[src/hdl/panel_pkg.sv]
/*
 constants, types and decode functions for the printer front-panel control.
 assumes a 100 MHz pclk and an APB register port with 12-bit byte addresses.
*/
// Overview of operation
// - each select key press while running toggles between off-line and on-line, except off-line during paper-out
// - select lamp lit exactly while on-line
// - go on-line at power-up, select press from off-line, or on-line code
// - go off-line on select press, off-line code, or paper-out
// - top mark key, off-line only, sets current line as page top
// - form feed key, off-line only, feeds to next page top
// - line feed key, off-line only, feeds one line
// - selector positions 0-9 decode to form lengths; lines at 6 or 8 per inch
// - selector sampled at power-up; current paper position becomes page top
// - new length latched on returning on-line after top mark key
// - line feed held at power-up, released after 2 s, enters test mode
// - test mode prints the character pattern then stops by itself
// - jumper picks ready output: always when running, or only on-line
package panel_pkg;
    localparam int unsigned CLK_HZ = 100_000_000;
    localparam int unsigned DEBOUNCE_MS = 10;
    localparam int unsigned DEBOUNCE_CYC = DEBOUNCE_MS * (CLK_HZ / 1000);
    localparam int unsigned TEST_HOLD_MS = 2000;
    localparam int unsigned TEST_HOLD_CYC = TEST_HOLD_MS * (CLK_HZ / 1000);
    localparam int unsigned SETTLE_CYC = 4;
    localparam logic [7:0] CODE_ON = 8'h11;
    localparam logic [7:0] CODE_OFF = 8'h13;
    localparam logic [11:0] ADDR_CTRL = 12'h000;
    localparam logic [11:0] ADDR_STATUS = 12'h004;
    localparam logic [11:0] ADDR_PAGE = 12'h008;
    localparam logic [11:0] ADDR_EVENT = 12'h00c;
    localparam int CTRL_LINES_PER_INCH_BIT = 0;
    localparam logic CTRL_LINES_PER_INCH_RST = 1'b0;
    localparam int ST_ONLINE = 0;
    localparam int ST_TEST = 1;
    localparam int ST_STOPPED = 2;
    localparam int ST_PAPER = 3;
    localparam int ST_PENDING = 4;
    localparam int ST_POS_LSB = 8;
    localparam int PG_LINES_LSB = 0;
    localparam int PG_LPOS_LSB = 8;
    localparam int PG_SEL_LSB = 16;
    localparam int EV_SEL = 0;
    localparam int EV_ON = 1;
    localparam int EV_OFF = 2;
    localparam int EV_PAPER = 3;
    localparam int EV_DONE = 4;
    localparam int EV_W = 5;
    localparam logic [3:0] PAGE_POS_RST = 4'h7;
    localparam int KEY_SEL = 0;
    localparam int KEY_TOP = 1;
    localparam int KEY_FF = 2;
    localparam int KEY_LF = 3;
    localparam int N_KEYS = 4;
    localparam logic [7:0] TP_FIRST = 8'h20;
    localparam logic [7:0] TP_LAST = 8'h7e;
    localparam logic [7:0] TP_EOL = 8'h0a;

    typedef enum logic [2:0] {st_boot, st_hold, st_run, st_test, st_stopped} mode_t;

    function automatic logic pos_valid(input logic [3:0] pos);
        return pos <= 4'h9;
    endfunction

    // form length in half inches, times 3 or 4 gives lines
    function automatic logic [6:0] form_lines(input logic [3:0] pos, input logic lines_per_inch);
        logic [8:0] half;
        half = 9'h000;
        case (pos)
            4'h0: half = 9'h006;
            4'h1: half = 9'h007;
            4'h2: half = 9'h008;
            4'h3: half = 9'h00b;
            4'h4: half = 9'h00c;
            4'h5: half = 9'h00e;
            4'h6: half = 9'h010;
            4'h7: half = 9'h016;
            4'h8: half = 9'h018;
            4'h9: half = 9'h01c;
            default: half = 9'h016;
        endcase
        return lines_per_inch ? 7'(half * 9'h004) : 7'(half * 9'h003);
    endfunction
endpackage

[src/hdl/key_if.sv]
/*
 key events between the debouncer and the panel controller.
 assumes one driver per bit, the debouncer.
*/
`timescale 1ns/1ns
interface key_if #(parameter int N = 4);
    logic [N-1:0] held;
    logic [N-1:0] press;
    modport src (output held, output press);
    modport dst (input held, input press);
endinterface

[src/hdl/key_debounce.sv]
/*
 synchroniser and debouncer for active-low panel keys.
 assumes raw key pins asynchronous to pclk; press is a one-cycle pulse.
*/
`timescale 1ns/1ns
module key_debounce #(
    parameter int N = 4,
    parameter int unsigned DEB_CYC = 1000
) (
    input wire logic pclk,
    input wire logic presetn,
    input wire logic [N-1:0] key_n,
    key_if.src keys
);
    localparam int CW = $clog2(DEB_CYC + 1);
    genvar i;
    for (i = 0; i < N; i++)
    begin : g_key
        logic s1, s2, stable, pulse;
        logic [CW-1:0] cnt;
        wire raw = ~s2;
        wire differs = raw != stable;
        wire done = cnt == CW'(DEB_CYC - 1);
        always_ff @(posedge pclk or negedge presetn)
        begin
            if (!presetn)
            begin
                s1 <= 1'b1;
                s2 <= 1'b1;
                cnt <= '0;
                stable <= 1'b0;
                pulse <= 1'b0;
            end
            else
            begin
                s1 <= key_n[i];
                s2 <= s1;
                cnt <= (differs && !done) ? cnt + 1'b1 : '0;
                stable <= (differs && done) ? raw : stable;
                pulse <= differs && done && raw;
            end
        end
        assign keys.held[i] = stable;
        assign keys.press[i] = pulse;
    end
endmodule

[src/hdl/printer_panel_control.sv]
/*
 front-panel control of a line printer: select state, lamp, feed keys,
 page length, power-up test entry and an APB register port.
 assumes presetn release is power-up, host codes arrive as bytes on pclk,
 and the mechanism acts on feed_strobe and the test-pattern stream.
*/
// The APB register port and the register addresses were left to the implementer.
`timescale 1ns/1ns
module printer_panel_control #(
    parameter int unsigned DEB_CYC = panel_pkg::DEBOUNCE_CYC,
    parameter int unsigned TEST_HOLD_CYC = panel_pkg::TEST_HOLD_CYC,
    parameter int TP_COLS = 80,
    parameter int TP_LINES = 96
) (
    input wire logic pclk,
    input wire logic presetn,
    input wire logic psel,
    input wire logic penable,
    input wire logic pwrite,
    input wire logic [11:0] paddr,
    input wire logic [31:0] pwdata,
    output logic pready,
    output logic [31:0] prdata,
    output logic pslverr,
    input wire logic sel_key_n,
    input wire logic page_top_mark_key_n,
    input wire logic form_feed_key_n,
    input wire logic line_feed_key_n,
    input wire logic [3:0] form_pos_pin,
    input wire logic paper_out_pin,
    input wire logic ready_jumper_pin,
    input wire logic rx_valid,
    input wire logic [7:0] rx_data,
    output logic sel_lamp,
    output logic host_ready,
    output logic feed_strobe,
    output logic [6:0] feed_lines,
    output logic tp_valid,
    output logic [7:0] tp_data,
    input wire logic tp_ready,
    output logic test_active
);
    localparam int CW = $clog2(TEST_HOLD_CYC + DEB_CYC + 16);

    // ***********************************
    // pin synchronisers and keys
    // ***********************************
    logic [5:0] pin_s1, pin_s2;
    wire [3:0] form_pos = pin_s2[5:2];
    wire paper_out = pin_s2[1];
    wire jumper = pin_s2[0];

    always_ff @(posedge pclk or negedge presetn)
    begin
        if (!presetn)
        begin
            pin_s1 <= 6'h00;
            pin_s2 <= 6'h00;
        end
        else
        begin
            pin_s1 <= {form_pos_pin, paper_out_pin, ready_jumper_pin};
            pin_s2 <= pin_s1;
        end
    end

    key_if #(.N(panel_pkg::N_KEYS)) keys ();

    key_debounce #(.N(panel_pkg::N_KEYS), .DEB_CYC(DEB_CYC)) u_deb (
        .pclk(pclk),
        .presetn(presetn),
        .key_n({line_feed_key_n, form_feed_key_n, page_top_mark_key_n, sel_key_n}),
        .keys(keys.src)
    );

    // ***********************************
    // mode sequencing
    // ***********************************
    panel_pkg::mode_t mode, next_mode;
    logic [CW-1:0] cnt;
    logic tp_done;
    wire boot_done = cnt == CW'(DEB_CYC + panel_pkg::SETTLE_CYC);
    wire held_long = cnt >= CW'(TEST_HOLD_CYC);
    wire lf_held = keys.held[panel_pkg::KEY_LF];
    wire in_run = mode == panel_pkg::st_run;

    always_comb
    begin
        next_mode = mode;
        case (mode)
            panel_pkg::st_boot:
                if (boot_done)
                    next_mode = lf_held ? panel_pkg::st_hold : panel_pkg::st_run;
            panel_pkg::st_hold:
                if (!lf_held)
                    next_mode = held_long ? panel_pkg::st_test : panel_pkg::st_run;
            panel_pkg::st_test:
                if (tp_done)
                    next_mode = panel_pkg::st_stopped;
            panel_pkg::st_run:
                next_mode = panel_pkg::st_run;
            panel_pkg::st_stopped:
                next_mode = panel_pkg::st_stopped;
            default:
                next_mode = panel_pkg::st_boot;
        endcase
    end

    wire cnt_max = &cnt;
    wire [CW-1:0] next_cnt = (mode != next_mode) ? '0 : (cnt_max ? cnt : cnt + 1'b1);
    wire tp_start = mode == panel_pkg::st_hold && next_mode == panel_pkg::st_test;
    wire boot_exit = (mode == panel_pkg::st_boot || mode == panel_pkg::st_hold)
        && next_mode == panel_pkg::st_run;

    always_ff @(posedge pclk or negedge presetn)
    begin
        if (!presetn)
        begin
            mode <= panel_pkg::st_boot;
            cnt <= '0;
        end
        else
        begin
            mode <= next_mode;
            cnt <= next_cnt;
        end
    end

    test_pattern #(.COLS(TP_COLS), .LINES(TP_LINES)) u_tp (
        .pclk(pclk),
        .presetn(presetn),
        .start(tp_start),
        .out_ready(tp_ready),
        .out_valid(tp_valid),
        .out_data(tp_data),
        .done(tp_done)
    );

    // ***********************************
    // select state
    // ***********************************
    logic online, pending, paper_q, lines_per_inch;
    logic [3:0] page_pos;
    logic [6:0] line_pos;
    wire sel_press = in_run && keys.press[panel_pkg::KEY_SEL];
    wire code_on = in_run && rx_valid && rx_data == panel_pkg::CODE_ON;
    wire code_off = in_run && rx_valid && rx_data == panel_pkg::CODE_OFF;
    // paper-out and the off-line code beat any request to go on-line except the power-up one at boot_exit
    wire drop = paper_out || code_off || (sel_press && online);
    wire raise = code_on || (sel_press && !online);
    wire next_online = boot_exit ? 1'b1 : (in_run && !drop && (raise || online));
    wire going_online = in_run && !online && next_online;

    // ***********************************
    // page and feed keys
    // ***********************************
    wire offline_run = in_run && !online;
    wire top_act = offline_run && keys.press[panel_pkg::KEY_TOP];
    wire ff_act = offline_run && keys.press[panel_pkg::KEY_FF] && !top_act;
    wire lf_act = offline_run && keys.press[panel_pkg::KEY_LF] && !top_act && !ff_act;
    wire [6:0] page_lines = panel_pkg::form_lines(page_pos, lines_per_inch);
    wire [6:0] to_top = (line_pos < page_lines) ? page_lines - line_pos : page_lines;
    wire [6:0] line_next = (line_pos + 7'h01 >= page_lines) ? 7'h00 : line_pos + 7'h01;
    wire latch_page = going_online && pending && panel_pkg::pos_valid(form_pos);
    wire boot_page = mode == panel_pkg::st_boot && boot_done && panel_pkg::pos_valid(form_pos);

    always_ff @(posedge pclk or negedge presetn)
    begin
        if (!presetn)
        begin
            online <= 1'b0;
            pending <= 1'b0;
            page_pos <= panel_pkg::PAGE_POS_RST;
            line_pos <= 7'h00;
            feed_strobe <= 1'b0;
            feed_lines <= 7'h00;
            paper_q <= 1'b0;
        end
        else
        begin
            online <= next_online;
            paper_q <= paper_out;
            pending <= top_act || (pending && !going_online);
            if (boot_page)
                page_pos <= form_pos;
            else if (latch_page)
                page_pos <= form_pos;
            if (top_act || ff_act || boot_page)
                line_pos <= 7'h00;
            else if (lf_act)
                line_pos <= line_next;
            feed_strobe <= ff_act || lf_act;
            if (ff_act || lf_act)
                feed_lines <= ff_act ? to_top : 7'h01;
        end
    end

    assign sel_lamp = online;
    assign host_ready = jumper ? in_run : online;
    assign test_active = mode == panel_pkg::st_test;

    // ***********************************
    // apb register port
    // ***********************************
    logic [panel_pkg::EV_W-1:0] events;
    logic [31:0] status_word, page_word, ctrl_word, rd_value;
    wire setup = psel && !penable;
    wire access = psel && penable;
    wire hit_ctrl = paddr == panel_pkg::ADDR_CTRL;
    wire hit_status = paddr == panel_pkg::ADDR_STATUS;
    wire hit_page = paddr == panel_pkg::ADDR_PAGE;
    wire hit_event = paddr == panel_pkg::ADDR_EVENT;
    wire hit = hit_ctrl || hit_status || hit_page || hit_event;
    wire wr_ctrl = access && pwrite && hit_ctrl;
    wire wr_event = access && pwrite && hit_event;
    wire [panel_pkg::EV_W-1:0] ev_set = {tp_done, paper_out && !paper_q, code_off,
        code_on, sel_press};
    wire [panel_pkg::EV_W-1:0] ev_clr = wr_event ? pwdata[panel_pkg::EV_W-1:0] : '0;

    always_comb
    begin
        status_word = 32'h0000_0000;
        status_word[panel_pkg::ST_ONLINE] = online;
        status_word[panel_pkg::ST_TEST] = test_active;
        status_word[panel_pkg::ST_STOPPED] = mode == panel_pkg::st_stopped;
        status_word[panel_pkg::ST_PAPER] = paper_out;
        status_word[panel_pkg::ST_PENDING] = pending;
        status_word[panel_pkg::ST_POS_LSB +: 4] = page_pos;
        page_word = 32'h0000_0000;
        page_word[panel_pkg::PG_LINES_LSB +: 7] = page_lines;
        page_word[panel_pkg::PG_LPOS_LSB +: 7] = line_pos;
        page_word[panel_pkg::PG_SEL_LSB +: 4] = form_pos;
        ctrl_word = 32'h0000_0000;
        ctrl_word[panel_pkg::CTRL_LINES_PER_INCH_BIT] = lines_per_inch;
    end

    assign rd_value = hit_ctrl ? ctrl_word :
        hit_status ? status_word :
        hit_page ? page_word :
        hit_event ? {{(32 - panel_pkg::EV_W){1'b0}}, events} : 32'h0000_0000;
    assign pready = 1'b1;
    assign pslverr = access && !hit;

    always_ff @(posedge pclk or negedge presetn)
    begin
        if (!presetn)
        begin
            lines_per_inch <= panel_pkg::CTRL_LINES_PER_INCH_RST;
            events <= '0;
            prdata <= 32'h0000_0000;
        end
        else
        begin
            if (wr_ctrl)
                lines_per_inch <= pwdata[panel_pkg::CTRL_LINES_PER_INCH_BIT];
            // a new event beats a clear in the same cycle
            events <= (events & ~ev_clr) | ev_set;
            if (setup)
                prdata <= rd_value;
        end
    end
endmodule

[src/hdl/test_pattern.sv]
/*
 character test-pattern source: rotating printable lines, then done.
 assumes the print path drains it with out_ready.
*/
`timescale 1ns/1ns
module test_pattern #(
    parameter int COLS = 80,
    parameter int LINES = 96
) (
    input wire logic pclk,
    input wire logic presetn,
    input wire logic start,
    input wire logic out_ready,
    output logic out_valid,
    output logic [7:0] out_data,
    output logic done
);
    logic busy;
    logic [7:0] first;
    logic [$clog2(COLS+1)-1:0] col;
    logic [$clog2(LINES+1)-1:0] line;
    function automatic logic [7:0] nxt(input logic [7:0] c);
        return (c == panel_pkg::TP_LAST) ? panel_pkg::TP_FIRST : c + 8'h01;
    endfunction
    wire step = busy && out_ready;
    wire at_eol = col == ($bits(col))'(COLS);
    wire last_line = line == ($bits(line))'(LINES - 1);
    assign out_valid = busy;
    always_ff @(posedge pclk or negedge presetn)
    begin
        if (!presetn)
        begin
            busy <= 1'b0;
            done <= 1'b0;
            first <= panel_pkg::TP_FIRST;
            out_data <= panel_pkg::TP_FIRST;
            col <= '0;
            line <= '0;
        end
        else
        begin
            done <= step && at_eol && last_line;
            if (start && !busy)
            begin
                busy <= 1'b1;
                first <= panel_pkg::TP_FIRST;
                out_data <= panel_pkg::TP_FIRST;
                col <= '0;
                line <= '0;
            end
            else if (step && at_eol)
            begin
                busy <= !last_line;
                line <= line + 1'b1;
                col <= '0;
                first <= nxt(first);
                out_data <= nxt(first);
            end
            else if (step)
            begin
                col <= col + 1'b1;
                out_data <= (col == ($bits(col))'(COLS - 1)) ? panel_pkg::TP_EOL : nxt(out_data);
            end
        end
    end
endmodule

[config.mk]
export PLATFORM = sky130hd
export DESIGN_NAME = printer_panel_control
export DESIGN_NICKNAME = d
export VERILOG_FILES = /design/src/hdl/panel_pkg.sv /design/src/hdl/key_if.sv /design/src/hdl/key_debounce.sv /design/src/hdl/printer_panel_control.sv /design/src/hdl/test_pattern.sv
export SDC_FILE = /design/constraint.sdc
export NUM_CORES = 1
export LEC_CHECK = 0
export ABC_AREA = 1
export CAP_MARGIN = 0
export CORE_MARGIN = 3
export CORE_UTILIZATION = 69
export CTS_CLUSTER_SIZE = 25
export DETAILED_ROUTE_END_ITERATION = 12
export DONT_BUFFER_PORTS = 1
export GPL_ROUTABILITY_DRIVEN = 0
export PLACE_DENSITY = 0.84
export SLEW_MARGIN = 20
export SYNTH_ARGS = -nofsm -noshare
export SYNTH_HDL_FRONTEND = slang
export SYNTH_SLANG_ARGS = --single-unit
[constraint.sdc]
create_clock -name pclk -period 11.5 [get_ports pclk]
set_input_delay 0.575 -clock pclk [delete_from_list [all_inputs] [get_ports pclk]]
set_output_delay 0.575 -clock pclk [all_outputs]
set_load 0.005 [all_outputs]
## After elaboration in Yosys (flattened, before gate mapping)

Memory sizes are Yosys's and may differ from the RTL's.
Cells that the tools add are included.
Widths: inputs -> output; s select.

- $lt $le $gt $ge: 4
- Bitwise logic cells: 7
- Multiplexer cells: 42
- Add/sub/neg operators: 11
- $mul: 1
- Equal/unequal tests: 27
- Reductions and logical operators: 79

Operators by type and width:

| cell | number |
|---|---|
| $mux 20 | 7 |
| $add 20x1->20 const B | 4 |
| $eq 20x20->1 const B | 4 |
| $mux 7 | 11 |
| $mux 8 | 8 |
| $mux 28 | 2 |
| $logic_and 1x1->1 | 46 |
| $add 28x1->28 const B | 1 |
| $eq 28x20->1 const B | 1 |
| $ge 28x28->1 const B | 1 |
| $reduce_and 28->1 | 1 |
| $eq 12x4->1 const B | 2 |
| $add 7x1->7 const B | 3 |
| $eq 7x7->1 const B | 3 |
| $add 8x1->8 const B | 2 |
| $eq 8x5->1 const B | 2 |
| $eq 8x7->1 const B | 2 |
| $pmux 3 s5 | 1 |
| $logic_not 1->1 | 14 |
| $eq 12x3->1 const B | 1 |
| $eq 3x2->1 const B | 4 |
| $logic_not 12->1 | 1 |
| $logic_or 1x1->1 | 12 |
| $mux 5 | 2 |
| other kinds (21) | 36 |

- Memories kept: 1
- Output and inout bits: 54
- Memory bits (read-only): 80
- Word-level logic and storage cells: 212
- Flip-flop bits (word level): 231
- Input bits: 69

Memories:

| memory | words | width | read ports | clocked after Yosys merged registers in | wr ports | RTL line | text |
|---|---|---|---|---|---|---|---|
| (name not given) | 16 | 5 | 1 | 0 | 0 | panel_pkg.sv:69 | `case (pos)` |

## Longest topological paths before layout

Gate-level depths: netlist of the first run.

- Word-level depth: 14
- Depth in mapped cells: 19
- Gate-level depth less buffers: 19

## Modules after synthesis

From an unflattened synthesis of the first run, not the netlist that was laid out.

- Cells, all modules: 1,633
- Area, all modules: 12,778.5 um2

Modules (own cells, without submodules):

| module | instances | area each (um2) | sequential area each (um2) | cells each |
|---|---|---|---|---|
| printer_panel_control | 1 | 5,607.9 | 2,230.9 | 717 |
| key_debounce | 1 | 5,170.0 | 2,412.3 | 649 |
| test_pattern | 1 | 2,000.7 | 803.3 | 267 |

## Least setup slack after synthesis of the first run

Ideal clock, no wire load.

- Path type: reg2reg
- Start: register page_pos[1]
- End: register feed_lines[2]
- Required time: 11,417 ps
- Arrival: 3,542 ps
- Period minus slack after synthesis: 3,626 ps
- Path slack: 7,874 ps
- Buffers on the path: 0
- Setup time: 83 ps
- Stages on the path, launching flop included: 18
- Path through: dfstp_2 -> inv_1 -> ha_1 -> a22oi_1 -> ha_1 -> fa_1 -> o21ai_0 -> inv_1 -> ha_1 -> a21oi_1 -> o21ai_0 -> nand2_1 -> o311ai_0 -> nand2_1 -> clkinv_1 -> o21ai_0 -> o21ai_0 -> o21ai_0

- Cells in the longest elaborated chain, start to end: 6
- Elaborated cells on any way between the ends: 7
- Classes of those cells: add/sub (1); mul (1); order compare (1); mux (3); memory (1)

RTL lines:

| item | RTL line | text |
|---|---|---|
| start: declaration | printer_panel_control.sv:143 | `logic [3:0] page_pos;` |
| start signal: assignment | printer_panel_control.sv:173 | `page_pos <= panel_pkg::PAGE_POS_RST;` |
| start signal: assignment | printer_panel_control.sv:185 | `page_pos <= form_pos;` |
| start signal: assignment | printer_panel_control.sv:187 | `page_pos <= form_pos;` |
| $mem_v2 16x5 * | n/a |  |
| $mul 9x2->7 | panel_pkg.sv:82 | `return lines_per_inch ? 7'(half * 9'h004) : 7'(half * 9'h003);` |
| $mux 7 * | panel_pkg.sv:82 |  |
| $sub 7x7->7 / $lt 7x7->1 (equally long branches) | printer_panel_control.sv:162 | `wire [6:0] to_top = (line_pos < page_lines) ? page_lines - line_pos : page_lines;` |
| $mux 7 * | printer_panel_control.sv:162 |  |
| $mux 7 * | printer_panel_control.sv:194 | `feed_lines <= ff_act ? to_top : 7'h01;` |
| end signal: assignment | printer_panel_control.sv:194 |  |
| end: declaration | printer_panel_control.sv:37 | `output logic [6:0] feed_lines,` |

Mark *: on every way between the ends. The rest lies on a longest branch, timed or not.
A chain may end at the register's enable or synchronous reset.

## Final worst setup path of the first run

- Start: register page_pos[1]
- End: register feed_lines[3]

Same word-level chain as after synthesis.

==> impl_metrics.csv, run 1 <==
group,metric,value,unit
floorplanning,rows,46,
power_and_ir_drop,p_per_area,130,mW/mm²
cells_and_area,diodes,0,
place,dp_slack,7.27,ns
setup_path,end_kind,"flip-flop",
grt,grt_max_degree,218,
synth,synth_xor_area_share,3.60,%
timing,hold_ws,0.0644,ns
clock_tree,insertion_delay,0.51,ns
synth,synth_cell_type_count,54,
place,portBuffers,0,
timing,period_share,37.6,%
drt,drt-total-wl,25.0,mm
timing,setup_viol,0,
drt,route.detailed.drc,0,
drt,num_vias,9754,
cells_and_area,final_util,77.6,%
setup_path,cp-start-kind,"flip-flop",
setup_path,crit_fanout,10,
synth,async_flop_share,100,%
synth,synthAdderAreaFrac,4.21,%
timing,finalHoldViolCount,0,
timing,maxSlewViolCount,0,
cells_and_area,drive_above_1_share,5.76,%
synth,synth_edf_count,0,
synth,synth-simple-area-share,27.4,%
power_and_ir_drop,p_total,1.64,mW
outcome,status,"finished, final reports clean",
clock_tree,cts_tree,"built",
synth,synth_top_family_by_area,"simple AND/OR/NAND/NOR gates",
setup_path,worst-setup-path-type,"flip-flop to flip-flop",
worst_hold_path,hold_path.class,"input port to flip-flop",
setup_path,arrival,4.75,ns
timing,tightest_slew,0.808,ns
grt,grt_pass1_wl,42.1,mm
synth,yosys_most_used_dff,"dfrtp_1",
floorplanning,die-area,0.0185,mm²
synth,syn_area,0.0117,mm²
drt,drt_iter0_drc,591,
cells_and_area,final_nets,1564,
drt,routed_via_density,5.77,
floorplanning,die_h,136,µm
place,dp_hpwl,17.1,mm
drt,wire_per_inst,14.8,µm
timing,slew_headroom,45.6,%
power_and_ir_drop,p_leak,5.96,nW
synth,synth_commonest_cells,"nand2_1, dfrtp_1, nor2_1, inv_1, o21ai_0",
grt,grt_pass1_vias,9284,
synth,synth_compound_area_share,10.2,%
power_and_ir_drop,peakVddDrop,0.137,mV
clock_tree,cts-resized-gates,0,
synth,synth_area_leader_cell,"dfrtp_1",
floorplanning,ios,123,
setup_path,crit_required,11.93,ns
timing,rsz0062_at_grt,"no",
cells_and_area,area_growth_syn_to_layout,7.99,%
synth,synth.area.mux_share,0.0965,%
timing,tns,0,ns
cells_and_area,fillers,1157,
job,maxCapViolations,0,
grt,overflow,0,
synth,synth.most_common_cell,"nand2_1",
grt,antenna_found_initial,1,
synth,synth-seq-cells,217,
clock_tree,cts_buffer_depth,3,
clock_tree,ctsRootBufferMaster,"clkbuf_16",
floorplanning,die_width,136,µm
floorplanning,start_util,71.9,%
synth,synthTopCellsByArea,"dfrtp_1, nand2_1, nor2_1",
clock_tree,htreeDepth,1,
timing,timing.final.crit_period,4.32,ns
timing,fin_skew,0.0103,ns
synth,yosysSeqAreaShare,46.7,%
grt,grt_use_total,27.2,%
synth,synth_top_area_share,43.8,%
synth,netlist_instances,1446,
synth,synth-warning-count,0,
timing,setup_slack,7.18,ns
floorplanning,coreArea,0.0162,mm²
synth,avgSynthCellArea,8.07,µm²
clock_tree,clk_pin_slew,0.06,ns
timing,fmax,232,MHz
clock_tree,numCtsBuffers,24,
drt,first_pass_iters,5,
clock_tree,cts_sinks,217,
drt,postRouteAntennaNets,0,
## final cells by class
cell class | count | area, µm² | area share [%]
inverters | 184 | 691 | 5.48
repair buffers | 4 | 72.6 | 0.576
multi-input cells | 1026 | 5370 | 42.6
well taps | 216 | 270 | 2.15
flip-flops and latches | 217 | 5450 | 43.2
clock buffers | 38 | 714 | 5.67
clock inverters | 6 | 33.8 | 0.268
## metrics by stage
step	cells	area (µm²)
after global placement	1644	11800
after global routing	1691	12600
final	1691	12600
after detailed placement	1644	11800
after CTS	1689	12600
after floorplan	1459	11700
## power breakdown
| part | internal (mW) | switching (mW) |
|---|---|---|
| combinational | 0.0354 | 0.0606 |
| clock | 0.425 | 0.297 |
| sequential | 0.792 | 0.0296 |
## repair_timing
action,4_1_cts,5_1_grt
hold endpoints to repair,217,67
setup buffers,0,0
hold buffers,1,1
## layout by cell type (no fill, tap or decap), drive strengths merged, types with 5 or more instances in the layout
cell,n
nand2,272
dfrtp,204
nor2,201
inv,182
o21ai,102
nand3,91
nor3,78
a21oi,65
clkbuf,38
ha,36
xor2,31
nand4,30
xnor2,17
conb,15
dfstp,13
nor4,12
nor3b,12
o21a,8
clkinv,8
a211oi,6
a31oi,5
o21bai,5
## worst max-delay path, cell delays in order, from the launching register on
cell	delay [ns]
dfstp_2	0.54
inv_1	0.10
ha_1	0.22
a22oi_1	0.42
ha_1	0.28
fa_1	0.41
o21ai_0	0.42
inv_1	0.14
ha_1	0.36
a21oi_1	0.21
o21ai_0	0.16
nand2_1	0.10
o311ai_0	0.12
nand2_1	0.17
clkinv_1	0.22
nand2_1	0.11
o21ai_0	0.09
o21ai_0	0.17
## registers in the layout (all words and copies together), names as in the netlist, 5 cells and up
name,flops
pin_s1,6
feed_lines,7
u_tp.out_data,8
u_tp.col,7
u_tp.line,7
cnt,28
events,5
line_pos,7
pin_s2,6
prdata,18
u_tp.first,8
u_deb.g_key.cnt,80
## final timing paths
kind / start / end / slack [ns] / depth (start not counted)
max: page_pos[1] / feed_lines[3] / 7.18 / 17
min: line_feed_key_n / u_deb.g_key[3].s1 / 0.06 / 0
max reg2reg: page_pos[1] / feed_lines[3] / 7.18 / 17
min reg2reg: pin_s1[2] / pin_s2[2] / 0.34 / 0
max in group asynchronous: presetn / u_deb.g_key[2].cnt[6] / 9.86 / 3
min in group asynchronous: presetn / cnt[19] / 0.65 / 2
## layer usage
layer / vias up / track usage, % / share of wire [%] / wire length (µm)
li1: 4773 / - / - / -
met1: 4616 / 36.6 / 43 / 10600
met3: 56 / 4.18 / 6.2 / 1560
met2: 307 / 46.6 / 49 / 12200
met5: - / 0 / 0.052 / 13
met4: 2 / 6.83 / 2.4 / 588
## cells by family (layout without fill, tap and decap cells)
kind of cell	Yosys count	in the layout
adders and majority gates	38	38
and+or+nand+nor	710	710
muxes	1	1
buffers and inverters	216	232
other	2	15
AOI/OAI and AO/OA	214	214
xor gates and xnor gates	48	48
DFF	217	217
No activity file was read; power rests on OpenSTA's default activity.
==> run 2, diff against run 1 <==
Settings changed: CORE_UTILIZATION 69 to 58, PLACE_DENSITY 0.84 to 0.75.
Clock period 11.5 ns to 3.6 ns, I/O delays scaled along.
==> impl_metrics.csv, run 2 (same netlist as run 1, synthesis figures left out) <==
group,metric,value,unit
outcome,status,"finished, violations left",
outcome,failed_checks,"negative hold slack",
setup_path,path_cells,"inv_2 -> ha_1 -> a22oi_2 -> ha_2 -> fa_2 -> o21ai_2 -> inv_1 -> ha_2 -> a21oi_2 -> o21ai_2 -> nand2_1 -> o311ai_1 -> nand2_2 -> inv_4 -> buf_6 -> buf_4 -> o211ai_1 -> nand2_1",
cells_and_area,diodes,0,
timing,slew_headroom,45.2,%
place,portBuffers,0,
timing,fmax,288,MHz
setup_path,r2r-start,"page_pos[1]",
place,dp_cells,1706,
cells_and_area,final_nets,1604,
floorplanning,die-area,0.0218,mm²
setup_path,r2r-end,"feed_lines[1]",
timing,timing.final.crit_period,3.47,ns
setup_path,cp_slowest_cell,"dfstp_2",
power_and_ir_drop,p_leak,6.18,nW
power_and_ir_drop,peakVddDrop,0.464,mV
setup_path,crit_family,"adder cells",
clock_tree,cts_tree,"built",
setup_path,reg2reg_slack,0.13,ns
setup_path,crit_fanout,6,
cells_and_area,fillers,1600,
power_and_ir_drop,p_per_area,413,mW/mm²
timing,setup_slack,0.131,ns
power_and_ir_drop,p_total,5.44,mW
setup_path,cpPeakStageDelay,0.55,ns
setup_path,end_kind,"flip-flop",
grt,grt_use_total,22.5,%
clock_tree,postCtsHoldBufs,22,
drt,postRouteAntennaNets,0,
setup_path,crit_required,4.01,ns
timing,finalHoldViolCount,217,
drt,num_vias,9669,
clock_tree,htreeDepth,1,
grt,grt_max_degree,218,
floorplanning,die_h,148,µm
cells_and_area,final_cell_mix,"nand2_1, dfrtp_1, nor2_1, inv_1, o21ai_0",
timing,setup_viol,0,
clock_tree,ctsRootBufferMaster,"clkbuf_16",
drt,wire_per_inst,14.1,µm
cells_and_area,layout.cells.non_filler,1780,
clock_tree,clk_pin_slew,0.06,ns
cells_and_area,area_growth_syn_to_layout,12.8,%
place,dp_slack,-0.0220,ns
cells_and_area,top_register,"u_deb.g_key.cnt",
drt,drt-total-wl,25.0,mm
drt,route.detailed.drc,0,
clock_tree,cts_sinks,217,
grt,antenna_found_initial,0,
cells_and_area,final_util,67.2,%
timing,maxSlewViolCount,0,
setup_path,worst-setup-path-type,"flip-flop to flip-flop",
grt,grt_pass1_vias,9302,
worst_hold_path,hold_path.class,"input port to asynchronous set/reset pin",
floorplanning,die_width,148,µm
place,dp_hpwl,17.3,mm
cells_and_area,layout_commonest_cell,"nand2_1",
job,maxCapViolations,0,
cells_and_area,drive_above_1_share,8.58,%
clock_tree,cts_buffer_depth,3,
clock_tree,numCtsBuffers,25,
floorplanning,coreArea,0.0196,mm²
floorplanning,ios,123,
drt,routed_via_density,5.43,
timing,fin_skew,0.0152,ns
grt,overflow,0,
setup_path,arrival,3.88,ns
timing,period_share,96.4,%
drt,first_pass_iters,5,
setup_path,critPathBufInv,5,
grt,grt_pass1_wl,41.8,mm
timing,hold_ws,-0.641,ns
setup_path,cp-start-kind,"flip-flop",
clock_tree,insertion_delay,0.52,ns
setup_path,rr_worst_depth,18,
floorplanning,rows,51,
cells_and_area,largest_registers,"u_deb.g_key.cnt x80, cnt x28, prdata x18",
floorplanning,start_util,59.5,%
drt,drt_iter0_drc,587,
cells_and_area,largest_reg_flops,80,
timing,tightest_slew,0.815,ns
setup_path,cp-startpoint,"page_pos[1]",
## run 2: changes by cell type in the layout (fill, tap and decap cells not counted), sizes merged
cell	change
dlygate4sd3	+21
bufinv	+3
clkbuf	-3
buf	+18
inv	+1
## run 2: worst max path at each step
stage	to	cells past startpoint
2_1_floorplan	feed_lines[2]	17
3_3_place_gp	feed_lines[2]	17
3_5_place_dp	feed_lines[6]	17
4_1_cts	feed_lines[0]	21
5_1_grt	feed_lines[1]	21
6_report	feed_lines[1]	18
## run 2: area by class of cell
| cell class | instances | area, µm² | share of cell area (%) |
|---|---|---|---|
| Inverter | 184 | 693 | 5.27 |
| Clock buffer | 35 | 703 | 5.35 |
| Timing Repair Buffer | 43 | 393 | 2.99 |
| Multi-Input combinational cell | 1026 | 5460 | 41.5 |
| Clock inverter | 10 | 125 | 0.951 |
| Tap cell | 265 | 332 | 2.52 |
| Sequential cell | 217 | 5450 | 41.4 |
## run 2: report_power, final
part | switching [mW] | internal [mW]
clock network | 0.969 | 1.57
registers | 0.0968 | 2.53
logic | 0.154 | 0.120
total | 1.22 | 4.22
## run 2: stage by stage
stage / area (µm²) / setup TNS (ns)
4_1_cts: 13000 / 0
3_3_place_gp: 11900 / 0
3_5_place_dp: 11900 / -0.0241
6_report: 13200 / 0
2_1_floorplan: 11700 / 0
5_1_grt: 13200 / -0.111
## run 2: routing by layer
layer	up-vias	wire length [µm]	GRT usage, %
li1	4859	-	-
met1	4507	11200	30.0
met2	240	11900	38.3
met3	63	1260	3.37
met4	0	727	6.93
met5	-	0	0
## run 2: what timing repair did
item / CTS / global route
endpoints found under the hold margin: 235 / 217
setup buffers: 0 / 7
endpoints found under the setup margin: 5 / 14
pin swaps: 0 / 13
resized for setup: 2 / 42
==> run 3, diff against run 2 <==
Settings changed: ABC_AREA 1 to not set.
==> impl_metrics.csv, run 3 <==
group,metric,value,unit
clock_tree,cts_tree,"built",
setup_path,cpPeakStageDelay,0.58,ns
cells_and_area,area_growth_syn_to_layout,12.6,%
grt,grt_pass1_vias,8091,
cells_and_area,largest_reg_flops,80,
cells_and_area,diodes,0,
setup_path,worst-setup-path-type,"flip-flop to flip-flop",
clock_tree,postCtsHoldBufs,19,
power_and_ir_drop,peakVddDrop,0.299,mV
synth,synth-simple-area-share,22.6,%
drt,wire_per_inst,16.1,µm
timing,period_share,98.6,%
job,maxCapViolations,0,
cells_and_area,multi_input_area,0.00564,mm²
setup_path,cp-start-kind,"flip-flop",
clock_tree,cts_sinks,217,
place,dp_hpwl,15.6,mm
synth,synth_top_area_share,44.9,%
outcome,failed_checks,"negative hold slack",
synth,avgSynthCellArea,9.78,µm²
setup_path,r2r-start,"page_pos[1]",
floorplanning,die_width,146,µm
drt,num_vias,8386,
cells_and_area,final-seq-area,0.00545,mm²
drt,postRouteAntennaNets,0,
synth,async_flop_share,100,%
grt,antenna_found_initial,0,
cells_and_area,final_nets,1294,
synth,synthTopCellsByArea,"dfrtp_1, xor2_1, nor2_1",
power_and_ir_drop,switching_power,1.19,mW
timing,rsz0062_at_grt,"yes",
cells_and_area,largest_registers,"u_deb.g_key.cnt x80, cnt x28, prdata x18",
synth,synth_xor_area_share,8.94,%
cells_and_area,top_register,"u_deb.g_key.cnt",
synth,synth-warning-count,0,
power_and_ir_drop,p_int,4.35,mW
place,portBuffers,0,
setup_path,path_cells,"inv_4 -> ha_1 -> a21oi_2 -> ha_2 -> fa_2 -> mux2_2 -> ha_4 -> o21a_1 -> o31a_1 -> o31ai_4 -> a221oi_2 -> buf_4 -> nor3_2 -> a221o_1",
cells_and_area,layout_commonest_cell,"dfrtp_1",
drt,routed_via_density,5.73,
power_and_ir_drop,p_per_area,433,mW/mm²
clock_tree,htreeDepth,1,
synth,synth.area.mux_share,1.98,%
floorplanning,ios,123,
synth,syn_area,0.0114,mm²
synth,synth_cell_type_count,79,
clock_tree,ctsRootBufferMaster,"clkbuf_16",
setup_path,cp_slowest_cell,"dfstp_2",
synth,synth-seq-cells,217,
synth,synthAdderAreaFrac,4.32,%
power_and_ir_drop,pwr-share-comb,4.4,%
drt,route.detailed.drc,0,
timing,maxSlewViolCount,0,
timing,tns,0,ns
power_and_ir_drop,power_frac_clock,48.2,%
worst_hold_path,hold_path.class,"input port to asynchronous set/reset pin",
power_and_ir_drop,switching_share,21.5,%
synth,yosys_most_used_dff,"dfrtp_1",
power_and_ir_drop,seqPwrFrac,47.5,%
cells_and_area,drive_above_1_share,10.7,%
timing,setup_viol,0,
timing,tightest_slew,0.911,ns
clock_tree,cts_buffer_depth,3,
timing,slew_headroom,38.8,%
setup_path,arrival,3.95,ns
setup_path,crit_required,4.01,ns
floorplanning,start_util,60.0,%
drt,first_pass_iters,5,
outcome,status,"finished, violations left",
timing,fin_skew,0.0125,ns
floorplanning,coreArea,0.0190,mm²
synth,synth_commonest_cells,"dfrtp_1, nor2_1, nand2_1, xor2_1, nand3_1",
grt,grt_max_degree,218,
clock_tree,clk_pin_slew,0.06,ns
clock_tree,numCtsBuffers,24,
grt,overflow,0,
setup_path,reg2reg_slack,0.05,ns
timing,hold_ws,-0.630,ns
setup_path,end_kind,"flip-flop",
synth,synth_top_family_by_area,"simple AND/OR/NAND/NOR gates",
timing,fmax,282,MHz
drt,drt-total-wl,23.5,mm
synth,synth_edf_count,0,
synth,synth.most_common_cell,"dfrtp_1",
synth,synth_compound_area_share,10.2,%
drt,drt_iter0_drc,557,
clock_tree,insertion_delay,0.52,ns
cells_and_area,fillers,1488,
timing,timing.final.crit_period,3.55,ns
cells_and_area,final_util,67.5,%
power_and_ir_drop,p_leak,5.71,nW
synth,yosysSeqAreaShare,47.9,%
floorplanning,die_h,146,µm
setup_path,crit_fanout,5,
power_and_ir_drop,p_total,5.55,mW
floorplanning,die-area,0.0213,mm²
floorplanning,rows,50,
grt,grt_pass1_wl,39.6,mm
grt,grt_use_total,21.8,%
cells_and_area,final_cell_mix,"dfrtp_1, nor2_1, nand2_1, xor2_1, nand3_1",
setup_path,cp-startpoint,"page_pos[1]",
timing,finalHoldViolCount,217,
synth,synth_area_leader_cell,"dfrtp_1",
synth,netlist_instances,1162,
run 3: power by group through the flow:
stage | registers, mW | logic, mW | clock network, mW
after floorplan | 2.65 | 0.204 | 0
after global placement | 2.67 | 0.215 | 0
after detailed placement | 2.68 | 0.222 | 0
after CTS | 2.63 | 0.243 | 2.72
after global routing | 2.65 | 0.280 | 2.83
final | 2.63 | 0.242 | 2.67
run 3: worst max-delay path: cells and delay by family (launching register included):
| kind | cells | cell delay (ns) |
|---|---|---|
| compound gates | 6 | 1.15 |
| fa+ha+maj | 4 | 1.13 |
| simple gates | 1 | 0.04 |
| mux | 1 | 0.31 |
| buf+inv | 2 | 0.25 |
| flops | 1 | 0.58 |
run 3: path summary, 6_finish.rpt:
kind,endpoint,cells past startpoint
max,feed_lines[1],14
min,cnt[13],0
max reg2reg,feed_lines[1],14
min reg2reg,pin_s2[0],0
max in group asynchronous,u_deb.g_key[3].s1,0
min in group pclk,prdata[0],2
run 3: cells by family (layout without fill, tap and decap cells):
family,after synthesis,count (layout)
AOI/OAI and AO/OA,164,164
DFF,217,217
adders and majority gates,38,38
buffers and inverters,96,125
muxes,18,18
other,2,15
and+or+nand+nor,511,511
xor gates and xnor gates,116,116
run 3: per-layer routing:
metal | routed length, µm | up-vias | GRT usage (%)
li1 | - | 4094 | -
met1 | 11000 | 4057 | 31.4
met2 | 10800 | 200 | 35.1
met4 | 502 | 0 | 5.97
met3 | 1210 | 35 | 3.18
met5 | 0 | - | 0
run 3: area by class of cell:
type | count | share of cell area [%]
timing repair buffer | 39 | 2.64
multi-input combinational | 862 | 44.1
tap | 260 | 2.54
clock inverter | 9 | 1.44
clock buffer | 34 | 5.45
sequential | 217 | 42.6
inverter | 43 | 1.28
run 3: timing repair:
| action | CTS | global route |
|---|---|---|
| cloned | 0 | 1 |
| pin swaps | 0 | 7 |
| endpoints found under the setup margin | 8 | 13 |
| setup buffers | 0 | 2 |
| hold endpoints to repair | 242 | 217 |
| gates resized for setup | 2 | 19 |
run 3: per-stage QoR:
step | std cells | worst slack (ns) | cell area, µm²
global route | 1464 | -0.0880 | 12800
CTS | 1461 | 0.0124 | 12700
finish | 1464 | 0.0517 | 12800
global placement | 1399 | 0.0520 | 11600
floorplan | 1175 | 0.0217 | 11500
detailed placement | 1399 | -0.00879 | 11600
